==> config.mk <==
export PLATFORM = sky130hd
export DESIGN_NAME = omr_register_map
export DESIGN_NICKNAME = d
export VERILOG_FILES = /design/src/rtl/omr_pkg.sv /design/src/rtl/omr_register_map.sv
export SDC_FILE = /design/constraint.sdc
export NUM_CORES = 1
export LEC_CHECK = 0
export BUFFER_PORTS_ARGS = -buffer_cell sky130_fd_sc_hd__buf_2
export CAP_MARGIN = 10
export CORE_UTILIZATION = 35
export CTS_CLUSTER_DIAMETER = 40
export DETAILED_ROUTE_END_ITERATION = 10
export PLACE_DENSITY = 0.6
export SLEW_MARGIN = 10
export SYNTH_ARGS = -nofsm -noshare
export SYNTH_HDL_FRONTEND = slang
export SYNTH_SLANG_ARGS = --single-unit
==> constraint.sdc <==
create_clock -name clock -period 14.62 [get_ports clock]
set_input_delay 1.462 -clock clock [delete_from_list [all_inputs] [get_ports clock]]
set_output_delay 1.462 -clock clock [all_outputs]
set_load 0.05 [all_outputs]
==> src/rtl/omr_pkg.sv <==
// omr_pkg: address map, field positions and reset values of the motion sensor register bank.
// assumes one 40 MHz clock domain; the serial port is sampled in that domain.
package omr_pkg;
   localparam int          CLOCK_MHZ          = 40;
   localparam int          WORD_W             = 8;
   localparam int          ADDR_W             = 7;

   localparam logic [6:0]  ADDR_PART_IDENTITY = 7'h00;
   localparam logic [6:0]  ADDR_SILICON_REV   = 7'h01;
   localparam logic [6:0]  ADDR_MOTION_STATUS = 7'h02;
   localparam logic [6:0]  ADDR_X_DISP        = 7'h03;
   localparam logic [6:0]  ADDR_Y_DISP        = 7'h04;
   localparam logic [6:0]  ADDR_SURF_QUALITY  = 7'h05;
   localparam logic [6:0]  ADDR_PIXEL_TOTAL   = 7'h06;
   localparam logic [6:0]  ADDR_BRIGHTEST     = 7'h07;
   localparam logic [6:0]  ADDR_CONFIG_MAIN   = 7'h0A;
   localparam logic [6:0]  ADDR_CONFIG_EXT    = 7'h0B;
   localparam logic [6:0]  ADDR_DEBUG_LOW     = 7'h0C;
   localparam logic [6:0]  ADDR_DEBUG_HIGH    = 7'h0D;
   localparam logic [6:0]  ADDR_EXPOSURE_LOW  = 7'h0E;
   localparam logic [6:0]  ADDR_EXPOSURE_HIGH = 7'h0F;
   localparam logic [6:0]  ADDR_FRAME_LOW     = 7'h10;
   localparam logic [6:0]  ADDR_FRAME_HIGH    = 7'h11;
   localparam logic [6:0]  ADDR_MOTION_FLUSH  = 7'h12;
   localparam logic [6:0]  ADDR_IMAGE_GRAB    = 7'h13;
   localparam logic [6:0]  ADDR_FW_LOAD_EN    = 7'h14;
   localparam logic [6:0]  ADDR_FMAX_LOW      = 7'h19;
   localparam logic [6:0]  ADDR_FMAX_HIGH     = 7'h1A;
   localparam logic [6:0]  ADDR_FMIN_LOW      = 7'h1B;
   localparam logic [6:0]  ADDR_FMIN_HIGH     = 7'h1C;
   localparam logic [6:0]  ADDR_EXPMAX_LOW    = 7'h1D;
   localparam logic [6:0]  ADDR_EXPMAX_HIGH   = 7'h1E;
   localparam logic [6:0]  ADDR_FW_REVISION   = 7'h1F;
   localparam logic [6:0]  ADDR_OBSERVATION   = 7'h3D;
   localparam logic [6:0]  ADDR_PART_INVERTED = 7'h3F;
   localparam logic [6:0]  ADDR_PIXEL_STREAM  = 7'h40;
   localparam logic [6:0]  ADDR_MOTION_BULK   = 7'h50;
   localparam logic [6:0]  ADDR_FW_DOWNLOAD   = 7'h60;

   localparam int          MOT_BIT            = 7;
   localparam int          OVF_BIT            = 4;
   localparam int          RES_BIT            = 0;
   localparam int          CFG_RES_BIT        = 4;
   localparam int          WRITE_FLAG_BIT     = 7;
   localparam logic [2:0]  LAST_BIT           = 3'h7;

   localparam logic [7:0]  RST_CONFIG_MAIN    = 8'h09;
   localparam logic [7:0]  RST_CONFIG_EXT     = 8'h00;
   localparam logic [7:0]  RST_FMAX_LOW       = 8'hE0;
   localparam logic [7:0]  RST_FMAX_HIGH      = 8'h2E;
   localparam logic [7:0]  RST_FMIN_LOW       = 8'h7E;
   localparam logic [7:0]  RST_FMIN_HIGH      = 8'h0E;
   localparam logic [7:0]  RST_EXPMAX_LOW     = 8'h00;
   localparam logic [7:0]  RST_EXPMAX_HIGH    = 8'h20;
   localparam logic [7:0]  RST_OBSERVATION    = 8'h00;
   localparam logic [7:0]  READ_ZERO          = 8'h00;
endpackage

==> src/rtl/omr_register_map.sv <==
// omr_register_map: register bank of the optical motion sensor behind its four-wire serial port.
// assumes serial clock well below clock/4, a navigation core on the same clock, pins asynchronous.
`timescale 1ns/1ps
module omr_register_map import omr_pkg::*; #(
   parameter int         ACC_W          = 12,
   parameter logic [7:0] PART_IDENTITY  = 8'h5A,  // arbitrary value
   parameter logic [7:0] SILICON_REV    = 8'h01   // arbitrary value
) (
   input  wire logic              clock,
   input  wire logic              rst_n,
   input  wire logic              ncsPin_n,
   input  wire logic              sclkPin,
   input  wire logic              mosiPin,
   input  wire logic              npdPin_n,
   output logic                   misoOut,
   output logic                   misoOe,
   input  wire logic              navStep,
   input  wire logic [7:0]        navDx,
   input  wire logic [7:0]        navDy,
   input  wire logic [7:0]        surfaceQuality,
   input  wire logic [7:0]        pixelTotalUpper,
   input  wire logic [7:0]        brightestPixel,
   input  wire logic [15:0]       debugOut,
   input  wire logic [15:0]       exposure,
   input  wire logic [15:0]       frameTime,
   input  wire logic [7:0]        firmwareRevision,
   output logic [7:0]             configMain,
   output logic [7:0]             configExtended,
   output logic [15:0]            frameTimeMax,
   output logic [15:0]            frameTimeMin,
   output logic [15:0]            exposureMax,
   output logic [7:0]             observationFlags,
   output logic                   countsPerInchFlag,
   output logic                   powerDownState,
   output logic                   imageGrabStrobe,
   output logic                   firmwareLoadStrobe,
   output logic                   firmwareByteStrobe,
   output logic [7:0]             firmwareData
);

   if (ACC_W < 9 || ACC_W > 24) begin : gAccCheck
      $error("ACC_W must lie between 9 and 24");
   end

   localparam logic [ACC_W-1:0] ACC_MAX = {1'b0, {(ACC_W-1){1'b1}}};
   localparam logic [ACC_W-1:0] ACC_MIN = {1'b1, {(ACC_W-1){1'b0}}};

   typedef struct packed {
      logic             ncsMeta;
      logic             ncsSync;
      logic             sclkMeta;
      logic             sclkSync;
      logic             sclkPrev;
      logic             mosiMeta;
      logic             mosiSync;
      logic             npdMeta;
      logic             npdSync;
      logic             npdPrev;
      logic [7:0]       shift;
      logic [2:0]       bitCnt;
      logic             isData;
      logic             isWrite;
      logic [6:0]       addr;
      logic [7:0]       outShift;
      logic             miso;
      logic [ACC_W-1:0] accX;
      logic [ACC_W-1:0] accY;
      logic [7:0]       dxHeld;
      logic [7:0]       dyHeld;
      logic             overflow;
      logic [7:0]       cfgMain;
      logic [7:0]       cfgExt;
      logic [7:0]       fmaxLow;
      logic [7:0]       fmaxHigh;
      logic [7:0]       fminLow;
      logic [7:0]       fminHigh;
      logic [7:0]       expMaxLow;
      logic [7:0]       expMaxHigh;
      logic [7:0]       observation;
      logic             grab;
      logic             fwLoad;
      logic             fwByte;
      logic [7:0]       fwData;
   } omr_state_type;

   omr_state_type stateFf;
   omr_state_type nxtState;

   logic          readStrobe;
   logic          writeStrobe;
   logic [6:0]    accessAddr;
   logic [7:0]    accessData;
   logic [7:0]    readValue;
   logic          satX;
   logic          satY;

   function automatic logic [7:0] clip8(input logic [ACC_W-1:0] a);
      logic [ACC_W-9:0] upper;
      upper = a[ACC_W-2:7];
      if (!a[ACC_W-1] && (upper != '0)) begin
         clip8 = 8'h7F;
      end else if (a[ACC_W-1] && (upper != '1)) begin
         clip8 = 8'h80;
      end else begin
         clip8 = a[7:0];
      end
   endfunction

   function automatic logic [ACC_W-1:0] sext8(input logic [7:0] v);
      sext8 = {{(ACC_W-8){v[7]}}, v};
   endfunction

   function automatic logic [ACC_W:0] satAdd(input logic [ACC_W-1:0] a, input logic [7:0] d);
      logic [ACC_W:0] sum;
      sum = {a[ACC_W-1], a} + {{(ACC_W-7){d[7]}}, d};
      if (sum[ACC_W] != sum[ACC_W-1]) begin
         satAdd = {1'b1, sum[ACC_W] ? ACC_MIN : ACC_MAX};
      end else begin
         satAdd = {1'b0, sum[ACC_W-1:0]};
      end
   endfunction

   always_comb begin
      logic [7:0]       byteIn;
      logic             sclkRise;
      logic             sclkFall;
      logic             dispRead;
      logic             pdEnter;
      logic [ACC_W-1:0] baseX;
      logic [ACC_W-1:0] baseY;
      logic [ACC_W:0]   addX;
      logic [ACC_W:0]   addY;
      byteIn      = {stateFf.shift[6:0], stateFf.mosiSync};
      sclkRise    = stateFf.sclkSync & ~stateFf.sclkPrev;
      sclkFall    = ~stateFf.sclkSync & stateFf.sclkPrev;
      dispRead    = 1'b0;
      pdEnter     = ~stateFf.npdSync & stateFf.npdPrev;
      baseX       = stateFf.accX;
      baseY       = stateFf.accY;
      addX        = '0;
      addY        = '0;
      readStrobe  = 1'b0;
      writeStrobe = 1'b0;
      satX        = 1'b0;
      satY        = 1'b0;
      nxtState    = stateFf;

      nxtState.ncsMeta  = ncsPin_n;
      nxtState.ncsSync  = stateFf.ncsMeta;
      nxtState.sclkMeta = sclkPin;
      nxtState.sclkSync = stateFf.sclkMeta;
      nxtState.sclkPrev = stateFf.sclkSync;
      nxtState.mosiMeta = mosiPin;
      nxtState.mosiSync = stateFf.mosiMeta;
      nxtState.npdMeta  = npdPin_n;
      nxtState.npdSync  = stateFf.npdMeta;
      nxtState.npdPrev  = stateFf.npdSync;
      nxtState.grab     = 1'b0;
      nxtState.fwLoad   = 1'b0;
      nxtState.fwByte   = 1'b0;

      // serial framing: address byte, then one data byte
      if (stateFf.ncsSync) begin
         nxtState.bitCnt = '0;
         nxtState.isData = 1'b0;
      end else if (sclkRise) begin
         nxtState.shift  = byteIn;
         nxtState.bitCnt = stateFf.bitCnt + 3'h1;
         if (stateFf.bitCnt == LAST_BIT) begin
            if (!stateFf.isData) begin
               nxtState.addr    = byteIn[ADDR_W-1:0];
               nxtState.isWrite = byteIn[WRITE_FLAG_BIT];
               nxtState.isData  = 1'b1;
               readStrobe       = ~byteIn[WRITE_FLAG_BIT];
            end else begin
               nxtState.isData  = 1'b0;
               writeStrobe      = stateFf.isWrite;
            end
         end
      end else if (sclkFall && stateFf.isData && !stateFf.isWrite) begin
         nxtState.miso     = stateFf.outShift[7];
         nxtState.outShift = {stateFf.outShift[6:0], 1'b0};
      end
      accessAddr = readStrobe ? byteIn[ADDR_W-1:0] : stateFf.addr;
      accessData = byteIn;

      // read multiplexer
      unique case (accessAddr)
         ADDR_PART_IDENTITY: readValue = PART_IDENTITY;
         ADDR_SILICON_REV:   readValue = SILICON_REV;
         ADDR_MOTION_STATUS: readValue = {(stateFf.accX != '0) || (stateFf.accY != '0), 2'b00,
                                          stateFf.overflow, 3'b000, stateFf.cfgMain[CFG_RES_BIT]};
         ADDR_X_DISP:        readValue = stateFf.dxHeld;
         ADDR_Y_DISP:        readValue = stateFf.dyHeld;
         ADDR_SURF_QUALITY:  readValue = surfaceQuality;
         ADDR_PIXEL_TOTAL:   readValue = pixelTotalUpper;
         ADDR_BRIGHTEST:     readValue = {2'b00, brightestPixel[5:0]};
         ADDR_CONFIG_MAIN:   readValue = stateFf.cfgMain;
         ADDR_CONFIG_EXT:    readValue = stateFf.cfgExt;
         ADDR_DEBUG_LOW:     readValue = debugOut[7:0];
         ADDR_DEBUG_HIGH:    readValue = debugOut[15:8];
         ADDR_EXPOSURE_LOW:  readValue = exposure[7:0];
         ADDR_EXPOSURE_HIGH: readValue = exposure[15:8];
         ADDR_FRAME_LOW:     readValue = frameTime[7:0];
         ADDR_FRAME_HIGH:    readValue = frameTime[15:8];
         ADDR_FMAX_LOW:      readValue = stateFf.fmaxLow;
         ADDR_FMAX_HIGH:     readValue = stateFf.fmaxHigh;
         ADDR_FMIN_LOW:      readValue = stateFf.fminLow;
         ADDR_FMIN_HIGH:     readValue = stateFf.fminHigh;
         ADDR_EXPMAX_LOW:    readValue = stateFf.expMaxLow;
         ADDR_EXPMAX_HIGH:   readValue = stateFf.expMaxHigh;
         ADDR_FW_REVISION:   readValue = firmwareRevision;
         ADDR_OBSERVATION:   readValue = stateFf.observation;
         ADDR_PART_INVERTED: readValue = ~PART_IDENTITY;
         default:            readValue = READ_ZERO;
      endcase
      if (readStrobe) begin
         nxtState.outShift = readValue;
      end

      // register writes; unlisted addresses touch nothing here except fwData, which every write loads
      if (writeStrobe) begin
         unique case (accessAddr)
            ADDR_CONFIG_MAIN: nxtState.cfgMain     = accessData;
            ADDR_CONFIG_EXT:  nxtState.cfgExt      = accessData;
            ADDR_FMAX_LOW:    nxtState.fmaxLow     = accessData;
            ADDR_FMAX_HIGH:   nxtState.fmaxHigh    = accessData;
            ADDR_FMIN_LOW:    nxtState.fminLow     = accessData;
            ADDR_FMIN_HIGH:   nxtState.fminHigh    = accessData;
            ADDR_EXPMAX_LOW:  nxtState.expMaxLow   = accessData;
            ADDR_EXPMAX_HIGH: nxtState.expMaxHigh  = accessData;
            ADDR_OBSERVATION: nxtState.observation = accessData;
            ADDR_IMAGE_GRAB:  nxtState.grab        = 1'b1;
            ADDR_FW_LOAD_EN:  nxtState.fwLoad      = 1'b1;
            ADDR_FW_DOWNLOAD: nxtState.fwByte      = 1'b1;
            default:          nxtState.grab        = 1'b0;
         endcase
         nxtState.fwData = accessData;
      end

      // motion accumulation, freeze on status read, clear on displacement read
      if (readStrobe && accessAddr == ADDR_MOTION_STATUS) begin
         nxtState.dxHeld = clip8(stateFf.accX);
         nxtState.dyHeld = clip8(stateFf.accY);
         baseX = stateFf.accX - sext8(clip8(stateFf.accX));
         baseY = stateFf.accY - sext8(clip8(stateFf.accY));
      end
      if (readStrobe && accessAddr == ADDR_X_DISP) begin
         nxtState.dxHeld = 8'h00;
         dispRead        = 1'b1;
      end
      if (readStrobe && accessAddr == ADDR_Y_DISP) begin
         nxtState.dyHeld = 8'h00;
         dispRead        = 1'b1;
      end
      if ((writeStrobe && accessAddr == ADDR_MOTION_FLUSH) || pdEnter) begin
         baseX           = '0;
         baseY           = '0;
         nxtState.dxHeld = 8'h00;
         nxtState.dyHeld = 8'h00;
      end
      nxtState.accX = baseX;
      nxtState.accY = baseY;
      if (navStep && stateFf.npdSync) begin
         addX          = satAdd(baseX, navDx);
         addY          = satAdd(baseY, navDy);
         nxtState.accX = addX[ACC_W-1:0];
         nxtState.accY = addY[ACC_W-1:0];
         satX          = addX[ACC_W];
         satY          = addY[ACC_W];
      end
      // overflow: a new saturation wins over the clear
      if (satX || satY) begin
         nxtState.overflow = 1'b1;
      end else if ((dispRead || writeStrobe && accessAddr == ADDR_MOTION_FLUSH)
                   && nxtState.accX != ACC_MAX && nxtState.accX != ACC_MIN
                   && nxtState.accY != ACC_MAX && nxtState.accY != ACC_MIN) begin
         nxtState.overflow = 1'b0;
      end
   end

   always_ff @(posedge clock or negedge rst_n) begin
      if (!rst_n) begin
         stateFf             <= '0;
         stateFf.ncsMeta     <= 1'b1;
         stateFf.ncsSync     <= 1'b1;
         stateFf.sclkMeta    <= 1'b1;
         stateFf.sclkSync    <= 1'b1;
         stateFf.sclkPrev    <= 1'b1;
         stateFf.npdMeta     <= 1'b1;
         stateFf.npdSync     <= 1'b1;
         stateFf.npdPrev     <= 1'b1;
         stateFf.cfgMain     <= RST_CONFIG_MAIN;
         stateFf.cfgExt      <= RST_CONFIG_EXT;
         stateFf.fmaxLow     <= RST_FMAX_LOW;
         stateFf.fmaxHigh    <= RST_FMAX_HIGH;
         stateFf.fminLow     <= RST_FMIN_LOW;
         stateFf.fminHigh    <= RST_FMIN_HIGH;
         stateFf.expMaxLow   <= RST_EXPMAX_LOW;
         stateFf.expMaxHigh  <= RST_EXPMAX_HIGH;
         stateFf.observation <= RST_OBSERVATION;
      end else begin
         stateFf <= nxtState;
      end
   end

   assign misoOut            = stateFf.miso;
   assign misoOe             = ~stateFf.ncsSync;
   assign configMain         = stateFf.cfgMain;
   assign configExtended     = stateFf.cfgExt;
   assign frameTimeMax       = {stateFf.fmaxHigh, stateFf.fmaxLow};
   assign frameTimeMin       = {stateFf.fminHigh, stateFf.fminLow};
   assign exposureMax        = {stateFf.expMaxHigh, stateFf.expMaxLow};
   assign observationFlags   = stateFf.observation;
   assign countsPerInchFlag  = stateFf.cfgMain[CFG_RES_BIT];
   assign powerDownState     = ~stateFf.npdSync;
   assign imageGrabStrobe    = stateFf.grab;
   assign firmwareLoadStrobe = stateFf.fwLoad;
   assign firmwareByteStrobe = stateFf.fwByte;
   assign firmwareData       = stateFf.fwData;
endmodule // omr_register_map

==> metrics.txt, run 1 <==
outcome=finished clean; Post-Synth XOR/XNOR Area=0.0182; period utilisation layout=0.490; vias in the first global route=9940; layout cell share with drive strength beyond 1=0.293; setup violators final=0; placed insts=1760; worst min path class=flip-flop to flip-flop; worst-path maximum fanout=10; layout net count=around 1500; Design Area, Final=0.0130 mm2; syn_area_per_cell=about 9.4 um2; CP required=about 15000 ps; largest net degree at the start of global routing=101; worst setup margin=7450 ps; Fmax achieved=0.139 GHz; Post-synth EDFFs=0; Inserted Clock Buffers=17; Core Area=0.0325 mm2; Ys Warns=0; htree depth=4; clk_skew=18.6 ps; commonest non-fill, non-tap cell in the layout=buf_2; Syn Inst Count=1233; Synth top area share=0.293; Post-DP HPWL=28900 um; initial antenna violation count=1; Synth Area in Compound Gates=0.215; hold_ws=352 ps; most frequent cells in the layout=186 x buf_2, 135 x dfrtp_1, 94 x nand2_1; area leader, netlist=dfrtp_1; Non-Filler Instances=1793; worst r2r src=stateFf[119]$_DFF_PN0_; Async SR Flop Fraction=1.00; Syn Std Cell Area=0.0115 mm2; Wirelength per Cell=around 21 um; final setup TNS=0 ps; Worst-path clk slew=70 ps; GPL Wtd Cong=0.899; DR vias/cell=5.74; main combinational cell family by area after synthesis=compound AO/OA/AOI/OAI gates; hold path start=nxtState[156]$_DFF_PN0_; Worst setup SP type=flip-flop; Pwr Density=139 mW/mm2; RSZ-0062 raised after global routing=no; initial drt markers=990; CTS tree=yes; CTS Sinks=162; total gr overflow=0; first-pass GRT wire length=58600 um; P_leak=5.98 nW; area grow syn2layout=12.9%; Worst-Margin Slew=1170 ps; max cap viols=0; gr usage total=0.226; Adder-Cell Fraction of Synth Area=0.0590; Post-Syn Nets=approximately 1400; drt first pass iters=7; total wire length=approximately 38000 um; Top-Level Pins=between 150 and 200; total power=1.81 mW; Synth Flop Type=dfrtp_1; Die Wd=183 um; top cells by area, synth=dfrtp_1 29%, mux2_2 8.6%, dfstp_2 6.2%; post-route antenna net violation count=0; synth unique cells=86; critical path capture point type=flip-flop; CP arrival=between 7000 and 8000 ps; Die Y=183 um; Peak VDD IR=0.0898 mV; Clock Latency Late Sink=440 ps; row count=66; post-synthesis sequential area ratio=0.355; Yosys reg bits=162; Crit Path Class=flip-flop to flip-flop; Vias=roughly 10000; Hold Path Cell Cnt=0; CTS hold repair buffers=0; simple-gate share of the synthesized area=0.171; Clock Tree Root=clkbuf_16; drt drc=0; Port Buffers=187; worst setup path startpoint=stateFf[119]$_DFF_PN0_; fin util=0.401; Final min period=7170 ps; Max Root-Sink Buffers=2; post-synthesis mux area share=0.102; r2r worst-path depth=21; Post CTS Setup Buffer Count=0; dpl ws=between 7000 and 8000 ps; Die ar.=0.0337 mm2; fin. max-slew vios=0; DP Area=about 0.012 mm2; post-cts repair resize count=0; Hold Fails Final Rpt=0; starting density of the core=0.355; slew margin rel.=0.210
[cell type report]
type                       instances  area [um2]
tap                              442         553
sequential                       162        4090
multi-input combinational        911        6530
clock inverter                    14         158
fill                            3277       19400
antenna                            1        2.50
timing repair buffer             211        1120
clock buffer                      18         439
inverter                          34         128
[registers in the layout (all words and copies together), names as in the netlist, 6 cells and up]
register and flops:
nxtState 6, exposureMax 16, frameTimeMax 16, configExtended 8, stateFf 64, configMain 8, frameTimeMin 16, accessData 8
firmwareData 8, observationFlags 8
[worst max-delay path, stage by stage, from the launching register on]
cell and delay, ps:
dfrtp_1 500, nor4_1 910, nor2_1 320, o21ai_0 370
ha_1 340, a211oi_1 360, o21ai_0 160, a32oi_1 330
nor2b_1 80, o21a_1 190, nor4b_1 130, or3_1 420
ha_1 380, nand2_1 80, o21ai_0 450, nor3_1 220
a311oi_4 520, a2bb2oi_1 210, or3_1 410, a2111oi_2 350
o211ai_1 170, o221ai_2 170
[cells in the mapped netlist, types with 10 or more instances]
| master | number |
|---|---|
| or3_1 | 12 |
| dfstp_2 | 27 |
| a211oi_1 | 19 |
| nand4_1 | 19 |
| a31oi_1 | 14 |
| inv_1 | 34 |
| nand2_1 | 94 |
| clkbuf_1 | 32 |
| a221oi_1 | 23 |
| a22oi_1 | 20 |
| a21o_1 | 10 |
| dfrtp_1 | 135 |
| o21a_1 | 14 |
| a22o_1 | 17 |
| nand3_1 | 16 |
| mux2i_1 | 19 |
| nor4_1 | 18 |
| a21oi_1 | 72 |
| nor2_1 | 91 |
| o21ai_0 | 83 |
| mux2_2 | 88 |
| ha_1 | 48 |
| nor3_1 | 31 |
| buf_4 | 81 |
| xnor2_1 | 16 |
[per-layer routing]
layer,global-route usage,share of wire,vias up
met4,0.0640,0.023,0
met3,0.0349,0.071,62
met1,0.303,0.44,4938
li1,-,-,4804
met5,0,0,-
met2,0.376,0.47,481
[report_power, final]
| group | switching, mW | internal [mW] |
|---|---|---|
| Combinational | 0.465 | 0.319 |
| Clock | 0.222 | 0.236 |
| Sequential | 0.0896 | 0.482 |
| Total | 0.776 | 1.04 |
[logic make-up after synthesis]
logic type / count (synthesis)
muxes: 107
xor gates and xnor gates: 24
and+or+nand+nor: 371
DFF: 162
buffers and inverters: 160
adders and majority gates: 52
AOI/OAI and AO/OA: 357
[final timing paths]
check / slack, ps / endpoint
max reg2reg: 7450 / stateFf[83]$_DFFE_PN0P_
min reg2reg: 350 / accessData[0]$_DFF_PN0_
max in group asynchronous: 12060 / configMain[7]$_DFFE_PN0P_
min: 350 / accessData[0]$_DFF_PN0_
max: 7450 / stateFf[83]$_DFFE_PN0P_
min in group asynchronous: 1110 / firmwareData[2]$_DFFE_PN0P_
(Power assumes the default switching activity.)
==> run 2, diff against run 1 <==
--- a/config.mk
+++ b/config.mk
@@ -10,7 +10,7 @@
 export CORE_UTILIZATION = 35
 export CTS_CLUSTER_DIAMETER = 40
 export DETAILED_ROUTE_END_ITERATION = 10
-export PLACE_DENSITY = 0.6
+export PLACE_DENSITY = 0.62
 export SLEW_MARGIN = 10
 export SYNTH_ARGS = -nofsm -noshare
 export SYNTH_HDL_FRONTEND = slang
==> constraint.sdc (replaced) <==
create_clock -name clock -period 6.3 [get_ports clock]
set_input_delay 0.63 -clock clock [delete_from_list [all_inputs] [get_ports clock]]
set_output_delay 0.63 -clock clock [all_outputs]
set_load 0.05 [all_outputs]
==> run 2 against run 1 <==
Global-route usage up 0.40 points. Highest routed layer unchanged. Total power rose to 2.6 times the previous value. Critical endpoint unchanged. First-iteration DRC count grew 0.20%. Clock power increased by 130%. Critical path depth is 5 higher. Via count is 4.5% higher. Core utilization increased by 2.4 points.
==> metrics.txt, run 2 (synthesis results as in run 1) <==
CTS tree=yes; worst min path class=input pin to asynchronous set/reset pin; outcome=finished clean; CP arrival=6370 ps (-1150 ps); gr usage total=0.230 (+0.00395); initial antenna violation count=1 (unchanged); Critical Path Slowest Stage Cell=or4b_2; Top-Level Pins=190 (unchanged); Inserted Clock Buffers=17 (unchanged); Max Root-Sink Buffers=2 (unchanged); commonest non-fill, non-tap cell in the layout=buf_2; sequential share of power=0.267 (-0.048); Post-DP HPWL=30300 um (+4.8%); slew margin rel.=0.203 (-0.00714); Peak VDD IR=0.145 mV (+62%); max reg flops=64 (unchanged); register with the most flip-flops=stateFf; most frequent CP cell=buf_4; critical path capture point type=flip-flop; Clock Tree Root=clkbuf_16; htree depth=4 (unchanged); max incr delay on CP=660 ps (-250 ps); worst-path maximum fanout=5 (-5); GPL Wtd Cong=0.941 (+4.6%); Die ar.=0.0337 mm2 (unchanged); CTS Sinks=162 (unchanged); Pwr Density=341 mW/mm2 (+150%); Crit Path Class=flip-flop to flip-flop; Sw Share=0.413 (-0.0151); CP required=6650 ps (-8320 ps); total power=4.71 mW (+160%); clock share of power=0.222 (-0.030); layout net count=1575 (+5.6%); largest net degree at the start of global routing=83 (-18%); Combinational Power Share=0.511 (+0.079); max cap viols=0 (unchanged); P_leak=6.41 nW (+7.2%); placed insts=1838 (+4.4%); internal power=2.77 mW (+170%); clk_skew=15.6 ps (-2.99 ps); Worst-path clk slew=80 ps (about the same); worst r2r src=stateFf[109]$_DFF_PN0_; layout cell share with drive strength beyond 1=0.352 (+0.0598); initial drt markers=992 (+0.20%); Non-Filler Instances=1876 (+4.6%); Port Buffers=187 (unchanged); Core Area=0.0325 mm2 (unchanged); r2r worst-path depth=26 (+24%); total net switching power=1.95 mW (+150%); delay-heaviest family, CP=simple AND/OR/NAND/NOR gates; setup violators final=0 (unchanged); total wire length=39100 um (+2.4%); critical path depth in cells=26 (+24%); starting density of the core=0.355 (unchanged); total gr overflow=0 (unchanged); Clock Latency Late Sink=440 ps (about the same); drt first pass iters=5 (-2); vias in the first global route=10100 (+2.0%); Final min period=6020 ps (-1150 ps); DR vias/cell=5.73 (about the same); Worst-Margin Slew=1190 ps (+10.6 ps); area grow syn2layout=19.8%; post-route antenna net violation count=0 (unchanged); Vias=10800 (+4.5%); fin. max-slew vios=0 (unchanged); WP buf/inv=3 (+3); first-pass GRT wire length=59300 um (+1.2%); Die Y=183 um (unchanged); worst setup path startpoint=stateFf[109]$_DFF_PN0_; Wirelength per Cell=20.9 um (-2.2%); Hold Fails Final Rpt=0 (unchanged); most frequent cells in the layout=186 x buf_2, 135 x dfrtp_1, 107 x buf_4; RSZ-0062 raised after global routing=no; drt drc=0 (unchanged); period utilisation layout=0.956 (+0.466); Fmax achieved=0.166 GHz (+19%); Worst setup SP type=flip-flop; Die Wd=183 um (unchanged); row count=66 (unchanged)
[run 2: metal layers]
metal / vias up / GRT usage / wire [um]
li1: 4953 / - / -
met1: 5196 / 0.309 / 16700
met2: 528 / 0.373 / 18100
met3: 75 / 0.0382 / 3130
met4: 0 / 0.0783 / 1190
met5: - / 0 / 0
[run 2: final cells by class]
cell class	instances	area (um2)
fill	3201	18600
multi-input combinational	911	6700
sequential	162	4090
timing repair buffer	294	1750
tap	442	553
clock buffer	18	439
clock inverter	14	159
inverter	34	128
antenna	1	2.50
[run 2: path summary, 6_finish.rpt]
path | to | slack (ps)
max in group asynchronous | exposureMax[15]$_DFFE_PN0P_ | 4520
min in group clock | nxtState[154]$_DFF_PN1_ | 290
hold reg to reg | nxtState[153]$_DFF_PN1_ | 360
setup / recovery | stateFf[83]$_DFFE_PN0P_ | 280
setup reg to reg | stateFf[83]$_DFFE_PN0P_ | 280
hold / removal | firmwareData[2]$_DFFE_PN0P_ | 210
[run 2: metrics by stage]
stage	hold WS (ps)	util	instance area, um2	setup slack, ps	setup TNS [ps]
final	209	0.426	13800	277	0
after global routing	273	0.426	13800	1.24	0
after CTS	253	0.420	13600	33.5	0
after detailed placement	347	0.401	13000	-67.1	-67.1
after global placement	341	0.401	13000	16.5	0
after floorplan	331	-	11500	613	0
[run 2: power by group through the flow]
stage	Clock [mW]	Combinational (mW)	Sequential [mW]
6_report	1.05	2.41	1.26
5_1_grt	1.11	2.63	1.27
4_1_cts	1.07	2.23	1.24
3_5_place_dp	0	2.20	1.25
3_3_place_gp	0	2.17	1.25
2_1_floorplan	0	1.44	1.21
[run 2: timing repair]
action | 4_1_cts | 5_1_grt
pin swaps | 0 | 9
hold buffers | 0 | 0
buffers inserted | 0 | 5
setup endpoints to repair | 1 | 1
gates resized for setup | 2 | 36
